## src/pwr_regs.svh

```systemverilog
`ifndef PWR_REGS_SVH
`define PWR_REGS_SVH

// Register offsets
`define OFS_SLEEP_CTRL 8'h00
`define OFS_RAM_RETAIN 8'h04
`define OFS_CLK_CTRL   8'h08
`define OFS_WDOG_KICK  8'h0c
`define OFS_SW_RESET   8'h10
`define OFS_RST_CAUSE  8'h14
`define OFS_SLP_COUNT  8'h18
`define OFS_SLP_CMP    8'h1c
`define OFS_STATUS     8'h20
`define OFS_WAKE_EN    8'h24

// Field positions
`define CTRL_GO_BIT    2
`define CLK_XTAL_BIT   0
`define CLK_SLP1K_BIT  1
`define CLK_WDOG_BIT   2
`define WAKE_TMR_BIT   0
`define WAKE_PIN_BIT   1
`define CAUSE_DEEP_BIT 8

// Reset values
`define WAKE_EN_RST    2'h3
`define CAUSE_RST      9'h001

// Timing
`define SYS_CLK_MHZ     125
`define WAKE_SETTLE_NS  2000
`define WAKE_SETTLE_CYC ((`WAKE_SETTLE_NS * `SYS_CLK_MHZ + 999) / 1000)
`define RST_HOLD_NS     128
`define RST_HOLD_CYC    ((`RST_HOLD_NS * `SYS_CLK_MHZ + 999) / 1000)
`define WDOG_TIMEOUT_US 1000
`define WDOG_CYC        (`WDOG_TIMEOUT_US * `SYS_CLK_MHZ)

`endif

```

## src/pwr_pkg.sv

```systemverilog
package pwr_pkg;

  typedef enum logic [1:0] {
    MODE_IDLE = 2'h0,
    MODE_DS1  = 2'h1,
    MODE_DS2  = 2'h2,
    MODE_DS0  = 2'h3
  } sleep_mode_t;

  typedef enum logic [4:0] {
    ST_RUN  = 5'h01,
    ST_IDLE = 5'h02,
    ST_DS0  = 5'h04,
    ST_DEEP = 5'h08,
    ST_WAKE = 5'h10
  } pwr_state_t;

endpackage

```

## src/sleep_timer.sv

```systemverilog
`timescale 1ns/1ns
module sleep_timer #(
  parameter int W = 32
) (
  // Clock and reset
  input  wire logic         sys_clk,
  input  wire logic         sys_rst,
  // Control
  input  wire logic         run,
  input  wire logic         tick,
  input  wire logic [W-1:0] cmp,
  // Status
  output logic      [W-1:0] count,
  output logic              match
);

  logic [W-1:0] count_q;
  logic         match_q;
  wire          step = run & tick;
  wire  [W-1:0] count_d = count_q + {{(W-1){1'b0}}, 1'b1};

  always_ff @(posedge sys_clk) begin
    if (sys_rst) begin
      count_q <= '0;
      match_q <= 1'b0;
    end else begin
      if (step) begin
        count_q <= count_d;
      end
      match_q <= step & (count_d == cmp);
    end
  end

  assign count = count_q;
  assign match = match_q;

endmodule

```

## src/sleep_power_reset_manager.sv

```systemverilog
// Chosen here: the plain strobed port and the address map.
`timescale 1ns/1ns
`include "pwr_regs.svh"
// Notes on behaviour
// - Idle halts CPU until interrupt, no resets
// - Deep sleep 1 powers core off, timer runs
// - Deep sleep 2 stops timer; timer cannot wake
// - Wake sources differ between mode 1 and 2
// - Mode 0 keeps core, resets non-debug peripherals
// - Always-on domain stays powered in every mode
// - RAM off in deep sleep unless retained
// - Retained banks fed from low-leakage supply
// - Flash domain fully off in deep sleep
// - Regulators off in deep sleep, on at wake
// - Central reset logic gathers all reset sources
// - Last reset cause recorded for software
// - Core power-up selects internal RC clock
// - Software may switch to crystal clock
// - 32-bit sleep timer wakes at programmed time
// - Optional watchdog resets on crash or lockup
// - Sleep timer ticks from crystal or 1 kHz
// - Lowest-power mode wakes only by pins
module sleep_power_reset_manager #(
  parameter int          BANKS   = 4,
  parameter int          PINS    = 8,
  parameter logic [31:0] WDOG_CYC = 32'(`WDOG_CYC)
) (
  // Clock and reset
  input  wire logic             sys_clk,
  input  wire logic             sys_rst,
  // Register port
  input  wire logic [7:0]       addr,
  input  wire logic [31:0]      wdata,
  input  wire logic             wr_stb,
  input  wire logic             rd_stb,
  output logic      [31:0]      rdata,
  // Reset sources
  input  wire logic             high_voltage_power_on_reset,
  input  wire logic             low_voltage_power_on_reset,
  input  wire logic             external_reset_pin_n,
  input  wire logic             option_byte_error,
  input  wire logic             debug_reset_req,
  input  wire logic             test_port_reset,
  input  wire logic             cpu_lockup,
  // Wake sources and timer ticks
  input  wire logic             irq_pending,
  input  wire logic [PINS-1:0]  pin_wake,
  input  wire logic             xtal_32k_tick,
  input  wire logic             rc_1k_tick,
  // Power controls
  output logic                  aon_pwr_en,
  output logic                  core_pwr_en,
  output logic                  flash_pwr_en,
  output logic                  reg_1v8_en,
  output logic                  reg_1v25_en,
  output logic      [BANKS-1:0] ram_pwr_en,
  output logic      [BANKS-1:0] ram_keep_en,
  output logic                  keep_reg_en,
  // Resets and clock control
  output logic                  cpu_rst,
  output logic                  periph_rst,
  output logic                  debug_rst,
  output logic                  cpu_halt,
  output logic                  clk_src_xtal
);

  pwr_pkg::pwr_state_t  state_q;
  pwr_pkg::pwr_state_t  state_d;
  pwr_pkg::sleep_mode_t mode_q;
  logic [BANKS-1:0]     retain_q;
  logic                 xtal_q;
  logic                 slp1k_q;
  logic                 wd_en_q;
  logic [1:0]           wake_en_q;
  logic [31:0]          cmp_q;
  logic [8:0]           cause_q;
  logic [4:0]           rst_cnt_q;
  logic                 dbg_rst_q;
  logic [8:0]           wk_cnt_q;
  logic [31:0]          wd_cnt_q;
  logic [31:0]          rdata_q;
  logic [31:0]          slp_count;
  logic                 tmr_match;

  // Address decode
  wire sel_ctrl   = addr == `OFS_SLEEP_CTRL;
  wire sel_retain = addr == `OFS_RAM_RETAIN;
  wire sel_clk    = addr == `OFS_CLK_CTRL;
  wire sel_kick   = addr == `OFS_WDOG_KICK;
  wire sel_swrst  = addr == `OFS_SW_RESET;
  wire sel_cause  = addr == `OFS_RST_CAUSE;
  wire sel_count  = addr == `OFS_SLP_COUNT;
  wire sel_cmp    = addr == `OFS_SLP_CMP;
  wire sel_status = addr == `OFS_STATUS;
  wire sel_wake   = addr == `OFS_WAKE_EN;

  wire go_w    = wr_stb & sel_ctrl & wdata[`CTRL_GO_BIT];
  wire kick_w  = wr_stb & sel_kick;
  wire sw_rst  = wr_stb & sel_swrst & wdata[0];
  wire in_run  = state_q == pwr_pkg::ST_RUN;
  wire in_idle = state_q == pwr_pkg::ST_IDLE;
  wire in_ds0  = state_q == pwr_pkg::ST_DS0;
  wire in_deep = state_q == pwr_pkg::ST_DEEP;
  wire in_wake = state_q == pwr_pkg::ST_WAKE;
  wire ds2     = mode_q == pwr_pkg::MODE_DS2;

  // Watchdog expiry or lockup while armed
  wire wd_fire = wd_en_q & (cpu_lockup | (wd_cnt_q == WDOG_CYC - 32'h1));

  // Reset sources, lowest bit has priority in the cause record
  wire pwr_on_any = high_voltage_power_on_reset | low_voltage_power_on_reset;
  wire [7:0] src_vec = {test_port_reset, debug_reset_req, option_byte_error,
                        sw_rst, wd_fire, ~external_reset_pin_n,
                        low_voltage_power_on_reset, high_voltage_power_on_reset};
  wire       src_any = |src_vec;
  wire [7:0] src_first = src_vec & (~src_vec + 8'h01);
  wire       core_hold = src_any | (rst_cnt_q != 5'h00);
  // Debug units are reset only by power-on and test-port resets and while in deep sleep
  wire       dbg_src = pwr_on_any | test_port_reset;

  // Sleep timer source and gating
  wire tmr_tick = slp1k_q ? rc_1k_tick : xtal_32k_tick;
  wire tmr_run  = ~(in_deep & ds2);

  // Mode 2 keeps only pin wake; mode 1 and mode 0 also take the timer
  wire pin_hit  = wake_en_q[`WAKE_PIN_BIT] & (|pin_wake);
  wire tmr_hit  = wake_en_q[`WAKE_TMR_BIT] & tmr_match & ~ds2;
  wire wake_hit = pin_hit | tmr_hit;

  sleep_timer #(
    .W (32)
  ) u_sleep_timer (
    .sys_clk (sys_clk),
    .sys_rst (sys_rst),
    .run     (tmr_run),
    .tick    (tmr_tick),
    .cmp     (cmp_q),
    .count   (slp_count),
    .match   (tmr_match)
  );

  // Power state machine
  always_comb begin
    state_d = state_q;
    case (state_q)
      pwr_pkg::ST_RUN: begin
        if (go_w) begin
          case (wdata[1:0])
            pwr_pkg::MODE_IDLE: state_d = pwr_pkg::ST_IDLE;
            pwr_pkg::MODE_DS0:  state_d = pwr_pkg::ST_DS0;
            default:            state_d = pwr_pkg::ST_DEEP;
          endcase
        end
      end
      pwr_pkg::ST_IDLE: begin
        if (irq_pending) begin
          state_d = pwr_pkg::ST_RUN;
        end
      end
      pwr_pkg::ST_DS0, pwr_pkg::ST_DEEP: begin
        if (wake_hit) begin
          state_d = pwr_pkg::ST_WAKE;
        end
      end
      pwr_pkg::ST_WAKE: begin
        if (wk_cnt_q == 9'h000) begin
          state_d = pwr_pkg::ST_RUN;
        end
      end
      default: state_d = pwr_pkg::ST_RUN;
    endcase
    // A reset always returns to run; sleep requests are refused meanwhile
    if (core_hold) begin
      state_d = pwr_pkg::ST_RUN;
    end
  end

  always_ff @(posedge sys_clk) begin
    if (sys_rst) begin
      state_q <= pwr_pkg::ST_RUN;
      mode_q  <= pwr_pkg::MODE_IDLE;
    end else begin
      state_q <= state_d;
      if (go_w && in_run && !core_hold) begin
        mode_q <= pwr_pkg::sleep_mode_t'(wdata[1:0]);
      end
    end
  end

  // Wake settling: regulators and domains up, core held in reset
  always_ff @(posedge sys_clk) begin
    if (sys_rst) begin
      wk_cnt_q <= 9'h000;
    end else if (state_d == pwr_pkg::ST_WAKE && !in_wake) begin
      wk_cnt_q <= 9'(`WAKE_SETTLE_CYC);
    end else if (wk_cnt_q != 9'h000) begin
      wk_cnt_q <= wk_cnt_q - 9'h001;
    end
  end

  // Reset stretch and cause record
  always_ff @(posedge sys_clk) begin
    if (sys_rst) begin
      rst_cnt_q <= 5'(`RST_HOLD_CYC);
      dbg_rst_q <= 1'b1;
      cause_q   <= `CAUSE_RST;
    end else begin
      if (src_any) begin
        rst_cnt_q <= 5'(`RST_HOLD_CYC);
        cause_q   <= {1'b0, src_first};
      end else if (rst_cnt_q != 5'h00) begin
        rst_cnt_q <= rst_cnt_q - 5'h01;
      end else if (state_d == pwr_pkg::ST_WAKE && !in_wake) begin
        cause_q <= 9'h001 << `CAUSE_DEEP_BIT;
      end
      if (dbg_src) begin
        dbg_rst_q <= 1'b1;
      end else if (rst_cnt_q <= 5'h01) begin
        dbg_rst_q <= 1'b0;
      end
    end
  end

  // Software-visible control
  always_ff @(posedge sys_clk) begin
    if (sys_rst || pwr_on_any) begin
      retain_q  <= '0;
      cmp_q     <= 32'h0000_0000;
      wake_en_q <= `WAKE_EN_RST;
      slp1k_q   <= 1'b0;
    end else if (wr_stb) begin
      if (sel_retain) begin
        retain_q <= wdata[BANKS-1:0];
      end
      if (sel_cmp) begin
        cmp_q <= wdata;
      end
      if (sel_wake) begin
        wake_en_q <= wdata[1:0];
      end
      if (sel_clk) begin
        slp1k_q <= wdata[`CLK_SLP1K_BIT];
      end
    end
  end

  // Core-domain control falls back to defaults on any core reset
  always_ff @(posedge sys_clk) begin
    if (sys_rst) begin
      xtal_q  <= 1'b0;
      wd_en_q <= 1'b0;
    end else if (core_hold || in_wake || in_deep || in_ds0) begin
      xtal_q  <= 1'b0;
      wd_en_q <= 1'b0;
    end else if (wr_stb && sel_clk) begin
      xtal_q  <= wdata[`CLK_XTAL_BIT];
      wd_en_q <= wdata[`CLK_WDOG_BIT];
    end
  end

  // Watchdog only counts while code runs; a write to the kick register restarts it
  always_ff @(posedge sys_clk) begin
    if (sys_rst || core_hold || kick_w || !wd_en_q || !in_run) begin
      wd_cnt_q <= 32'h0000_0000;
    end else begin
      wd_cnt_q <= wd_cnt_q + 32'h0000_0001;
    end
  end

  // Read path, unmapped offsets read zero
  wire [31:0] status_w = {22'h0, core_hold, dbg_rst_q,
                          2'(mode_q), 5'(state_q), clk_src_xtal};
  wire [31:0] rd_val =
    sel_ctrl   ? {30'h0, 2'(mode_q)} :
    sel_retain ? {{(32-BANKS){1'b0}}, retain_q} :
    sel_clk    ? {29'h0, wd_en_q, slp1k_q, xtal_q} :
    sel_cause  ? {23'h0, cause_q} :
    sel_count  ? slp_count :
    sel_cmp    ? cmp_q :
    sel_status ? status_w :
    sel_wake   ? {30'h0, wake_en_q} : 32'h0000_0000;

  always_ff @(posedge sys_clk) begin
    if (sys_rst) begin
      rdata_q <= 32'h0000_0000;
    end else begin
      rdata_q <= rd_stb ? rd_val : 32'h0000_0000;
    end
  end

  // Power and reset outputs
  assign aon_pwr_en   = 1'b1;
  assign core_pwr_en  = ~in_deep;
  assign flash_pwr_en = ~in_deep;
  assign reg_1v8_en   = ~in_deep;
  assign reg_1v25_en  = ~in_deep;
  assign ram_pwr_en   = in_deep ? '0 : '1;
  assign ram_keep_en  = in_deep ? retain_q : '0;
  assign keep_reg_en  = in_deep & (|retain_q);
  assign cpu_rst      = core_hold | in_ds0 | in_deep | in_wake;
  assign periph_rst   = core_hold | in_ds0 | in_deep | in_wake;
  assign debug_rst    = dbg_rst_q | in_deep;
  assign cpu_halt     = in_idle;
  assign clk_src_xtal = xtal_q;
  assign rdata        = rdata_q;
endmodule

```

## config.mk

```make
export PLATFORM = sky130hd
export DESIGN_NAME = sleep_power_reset_manager
export DESIGN_NICKNAME = d
export VERILOG_FILES = /design/src/pwr_pkg.sv /design/src/sleep_timer.sv /design/src/sleep_power_reset_manager.sv
export VERILOG_INCLUDE_DIRS = /design/src
export SDC_FILE = /design/constraint.sdc
export NUM_CORES = 1
export LEC_CHECK = 0
export BUFFER_PORTS_ARGS = -buffer_cell sky130_fd_sc_hd__buf_2
export CAP_MARGIN = 10
export CORE_UTILIZATION = 37
export DETAILED_ROUTE_END_ITERATION = 8
export PLACE_DENSITY_LB_ADDON = 0.05
export SYNTH_ARGS = -nofsm -noshare
export SYNTH_HDL_FRONTEND = slang
export SYNTH_HIERARCHICAL = 1
export SYNTH_SLANG_ARGS = --single-unit
```

## constraint.sdc

```tcl
create_clock -name sys_clk -period 2.66 [get_ports sys_clk]
set_input_delay 0.399 -clock sys_clk [delete_from_list [all_inputs] [get_ports sys_clk]]
set_output_delay 0.399 -clock sys_clk [all_outputs]
set_load 0.02 [all_outputs]
```

Word level (Yosys, flattened, before mapping):

Index checks and enable logic that the tools add are counted.

* equality and inequality tests: 20
* $add $sub $neg: 5
* multipliers: 0
* shift-type cells: 0
* magnitude comparators: 1
* reduce and logical (&&, ||, !) cells: 41
* multiplexer cells: 23
* bitwise logic cells: 30
* div/mod/pow operators: 0

Operators with widths (number)
* 32-bit by 1-bit adder with 32-bit output, second input constant: 2
* 32-bit two-way mux: 2
* 8-bit two-way mux: 5
* 32-bit by 17-bit == test with 1-bit output, second input constant: 1
* 32-bit == test: 1
* 8-bit by 5-bit == test with 1-bit output, second input constant: 4
* 5-bit two-way mux: 5
* 5-bit one-hot mux with 4 select lines: 1
* 8-bit by 4-bit == test with 1-bit output, second input constant: 2
* 8-bit by 6-bit == test with 1-bit output, second input constant: 2
* 4-bit two-way mux: 4
* 8-bit OR reduction: 2
* 1-bit bitwise AND: 13
* 2-bit AND reduction: 6
* 5-bit == test, second input constant: 2
* 10-bit two-way mux: 1
* 2-bit OR reduction: 5
* 9-bit logical NOT: 1
* 9-bit two-way mux: 1
* 1-bit bitwise OR: 9
* 9-bit nonzero test: 1
* 9-bit OR reduction: 1
* 9-bit by 1-bit subtractor with 9-bit output, second input constant: 1
* 8-bit by 1-bit adder with 8-bit output, second input constant: 1
* other kinds (26): 47

* flip-flop bits (word level): 169
* ROM bits: 0
* logic and storage cells: 141
* output and inout bits: 51
* memories: 0
* RAM bits: 0
* bits of input ports: 62
* bits in latches: 0

Logic depth before layout (Yosys ltp):

* word-level depth: 12
* mapped depth: 9
* mapped depth without buffers: 9

By module:

The synthesis kept the hierarchy.

By module, submodules not included
* sleep_power_reset_manager: sequential area each 2722.6 um^2, area each 6085.8 um^2, instances 1, cells an instance 720
* sleep_timer: sequential area each 660.6 um^2, area each 2456.1 um^2, instances 1, cells an instance 313

Worst setup path before layout:

No wires, ideal clock.

* path kind: register -> output
* from: register rst_cnt_q[0]
* to: output periph_rst
* arrival: 1.942 ns
* data required time: 2.261 ns
* slack: 0.319 ns
* buffers on the path: 2
* stages on the path, launching flop included: 9
* cell sequence: dfxtp_1 inv_1 ha_1 or4b_1 buf_2 nor2_1 o2111a_1 nand3_1 buf_4

* word-level cells in the longest chain between the ends: 5

RTL lines
* start, declared: line sleep_power_reset_manager.sv:77 `logic [4:0] rst_cnt_q;`
* start signal, assigned: line sleep_power_reset_manager.sv:204 `` rst_cnt_q <= 5'(`RST_HOLD_CYC); ``
* start signal, assigned: line sleep_power_reset_manager.sv:209 `` rst_cnt_q <= 5'(`RST_HOLD_CYC); ``
* start signal, assigned: line sleep_power_reset_manager.sv:212 `rst_cnt_q <= rst_cnt_q - 5'h01;`
* 5-bit nonzero test: line sleep_power_reset_manager.sv:117 `wire core_hold = src_any | (rst_cnt_q != 5'h00);`
* 1-bit bitwise OR: line sleep_power_reset_manager.sv:117
* 1-bit bitwise OR (3 in series)
* end, declared: line sleep_power_reset_manager.sv:61 `output logic periph_rst,`

No other way between the ends.

Worst setup path after layout:

* from: register wd_cnt_q[0]
* to: output cpu_rst

* word-level cells in the longest chain between the ends: 8

RTL lines
* start, declared: line sleep_power_reset_manager.sv:80 `logic [31:0] wd_cnt_q;`
* start signal, assigned: line sleep_power_reset_manager.sv:266 `wd_cnt_q <= wd_cnt_q + 32'h0000_0001;`
* 32-bit by 17-bit == test with 1-bit output: line sleep_power_reset_manager.sv:108 `wire wd_fire = wd_en_q & (cpu_lockup | (wd_cnt_q == WDOG_CYC - 32'h1));`
* 1-bit bitwise OR: line sleep_power_reset_manager.sv:108
* 1-bit bitwise AND: line sleep_power_reset_manager.sv:108
* 8-bit OR reduction: line sleep_power_reset_manager.sv:115 `wire src_any = |src_vec;`
* 1-bit bitwise OR: line sleep_power_reset_manager.sv:117
* 1-bit bitwise OR (3 in series): line sleep_power_reset_manager.sv:300 `assign cpu_rst = core_hold | in_ds0 | in_deep | in_wake;`
* end, declared: line sleep_power_reset_manager.sv:60 `output logic cpu_rst,`

No other way between the ends.

==> results.md <==
* Outcome: complete, no violations
* Initial DRC count at 423
* Layout cells sized above 1 at 20.70%
* Hold Crit Depth at 2
* Vias at 7,628
* Hold path startpoint: debug_reset_req
* Asr flop ratio synth at 0%
* Crit Path Class: register to output pin
* Cells after synthesis at 1,033
* Peak supply drop at 0.3134 mV
* Max Slew Vio Count at 0
* Pwr dens at 569.6 nW/um^2
* GP Congestion at 0.8914
* Final setup viols at 0
* Critical Path RT at 2.26 ns
* R2R Path Start: u_sleep_timer/count[4]
* Nets at 1,207
* Netlist cell types at 75
* Leak at 3.644 nW
* DRC viols at 0
* Hold_ws at 0.1776 ns
* Register area share after synthesis at 39.61%
* # diodes at 0
* GR Overflow Total at 0
* Relative slew slack at 57.41%
* CTS max path bufs at 2
* EDFF count, synth at 0
* Top-count cell post-synth: dfxtp_1
* Routed length per instance at 17.10 um
* Post-Syn Area at 8542 um^2
* Startpoint Class: register
* Worst path max stage delay at 0.35 ns
* Clock sink count at 169
* Reg clk slew, reported paths at 0.08 ns
* Mean number of vias per cell at 5.316
* Number of routed nets with antenna violations at 0
* CTS Root Cell: clkbuf_16
* Worst-Skew Late Latency at 0.44 ns
* Actual slew at the worst max-slew pin at 0.6300 ns
* R2R depth at 7
* MaxCap Viol Count at 0
* Hold buffers post-CTS at 0
* Max H-tree Level at 4
* Finished Layout Cells at 1,435
* Cell type with the largest total area after synthesis: dfxtp_1
* Final Hold Vio Count at 0
* Inst Count DP at 1,398
* Final min period at 2.551 ns
* Synth Flop Type: dfxtp_1
* Syn Nets at 1,103
* Largest net degree at the start of global routing at 33
* FF+latch count, synth at 169
* Arrival time at the worst endpoint at 2.15 ns
* Unrepaired setup endpoints after global routing: no
* Worst hold path type: primary input to register
* Die ar. at 23,700 um^2
* Post-synth top cells: dfxtp_1, nand2_1, nor2_1
* I/O pin total at 113
* Max Clock Skew at 0.01189 ns
* Chip height at 153.9 um
* Synth area leaders: dfxtp_1, xnor2_1, nand2_1, nor2_1, xor2_1
* Gr usage total at 20.97%
* Initial core utilization at 37.73%
* Port Buffer Count at 111
* CP Capture Type: output pin
* Reg2Reg Capture Point: u_sleep_timer/match
* Final setup TNS at 0 ns
* WHS Endpoint: cause_q[7]
* Area of the core at 22,640 um^2
* CTS tree: built
* Fmax achieved at 0.3919 GHz
* Die X at 153.9 um
* Top cell type's share of synthesized area at 39.61%
* Reg2reg setup slack at 0.19 ns
* Placement Rows at 55
* First-pass GRT wire length at 38,750 um
* Total routed wirelength at 24,540 um
* Fin crit share at 95.92%
* Critical path buffers and inverters at 1
* Critical path, cell by cell: ha_2 > nor4bb_2 > nand4_1 > o2111a_1 > nand3_2 > buf_2
* Vias in the first global route at 7,173
* Initial antenna violation count at 0
* Delay-heaviest family, CP: simple AND/OR/NAND/NOR gates
* Post-DP HPWL at 18,010 um
* Ys Warns at 6
* Number of buffers created by CTS at 17
* Area grow syn2layout at 18.27%
* Critical-path top delay cell: dfxtp_2
* Syn Area/Cell at 8.269 um^2
* CP Max Fanout at 4
* Drt first pass iters at 5
-- report_power, final --
group          switching (mW)  internal [mW]  total [mW]
Clock                    1.18           1.43        2.61
Combinational           0.298          0.219       0.517
Sequential             0.0450           2.58        2.63
-- repair_timing --
action / CTS / global route
gates resized for setup: 3 / 9
setup buffers: 3 / 2
endpoints found under the setup margin: 2 / 3
pin swaps: 2 / 2
cloned: 0 / 0
-- worst reg2reg max path: stages (launching register included) --
cell      delay, ns
dfxtp_1        0.50
nand4_2        0.20
or4_4          0.63
nor4b_4        0.32
xnor2_1        0.17
o22ai_2        0.10
a211oi_1       0.27
and4b_1        0.22
-- registers in the layout, indices dropped and copies added (netlist names) --
name and flops:
u_sleep_timer/match 1, mode_q 2, cmp_q 32, wake_en_q 2, dbg_rst_q 1, slp1k_q 1
wd_en_q 1, rdata 32, clk_src_xtal 1, wd_cnt_q 32, rst_cnt_q 5, wk_cnt_q 9
cause_q 9, retain_q 4, u_sleep_timer/count 32, state_q 5
-- cell type report --
cell class | count | area (um^2)
fill | 2329 | 12540
multi-input combinational | 771 | 4765
sequential | 169 | 3385
timing repair buffer | 152 | 890.9
clock buffer | 17 | 425.4
tap | 285 | 356.6
clock inverter | 15 | 182.7
inverter | 26 | 97.59
-- how the worst max path moves through the flow --
stage                                 from             endpoint  cells after the start
floorplan                     rst_cnt_q[0]           periph_rst                      8
global placement    u_sleep_timer/count[4]  u_sleep_timer/match                      7
detailed placement  u_sleep_timer/count[4]  u_sleep_timer/match                      7
CTS                            wd_cnt_q[0]              cpu_rst                      6
global route        u_sleep_timer/count[4]  u_sleep_timer/match                      7
finish                         wd_cnt_q[0]              cpu_rst                      6
-- cells by family after synthesis --
| family | count (synthesis) | share of synthesized area [%] |
|---|---|---|
| buf+inv | 93 | 5.083 |
| mux | 12 | 1.479 |
| flops | 169 | 39.61 |
| simple gates | 463 | 28.21 |
| compound gates | 181 | 13.53 |
| xor+xnor | 106 | 10.87 |
| other cells | 1 | 0.04390 |
| fa+ha+maj | 8 | 1.172 |
-- placed cells by master, fill, tap and decap left out, types with 39 or more instances in the layout --
| cell type | instances |
|---|---|
| a21oi_1 | 72 |
| buf_2 | 110 |
| buf_4 | 40 |
| dfxtp_1 | 168 |
| nand2_1 | 124 |
| nor2_1 | 111 |
| nor3_1 | 39 |
| xnor2_1 | 64 |
| xor2_1 | 42 |
-- through the flow --
stage	power, mW	cell area (um^2)	worst slack, ns	util, %
final	5.754	10100	0.1086	44.62
after global routing	6.001	10100	0.01310	44.62
after floorplan	3.037	8542	0.3188	-
after global placement	3.204	9418	0.1809	41.60
after CTS	5.817	10060	0.004753	44.44
after detailed placement	3.201	9418	0.1476	41.60
-- metal layers --
layer,routed length (um),global-route usage (%)
met1,11490,27.14
met2,11700,35.06
met3,914,3.467
met4,430,7.571
met5,0,0
(Power assumes the default switching activity.)
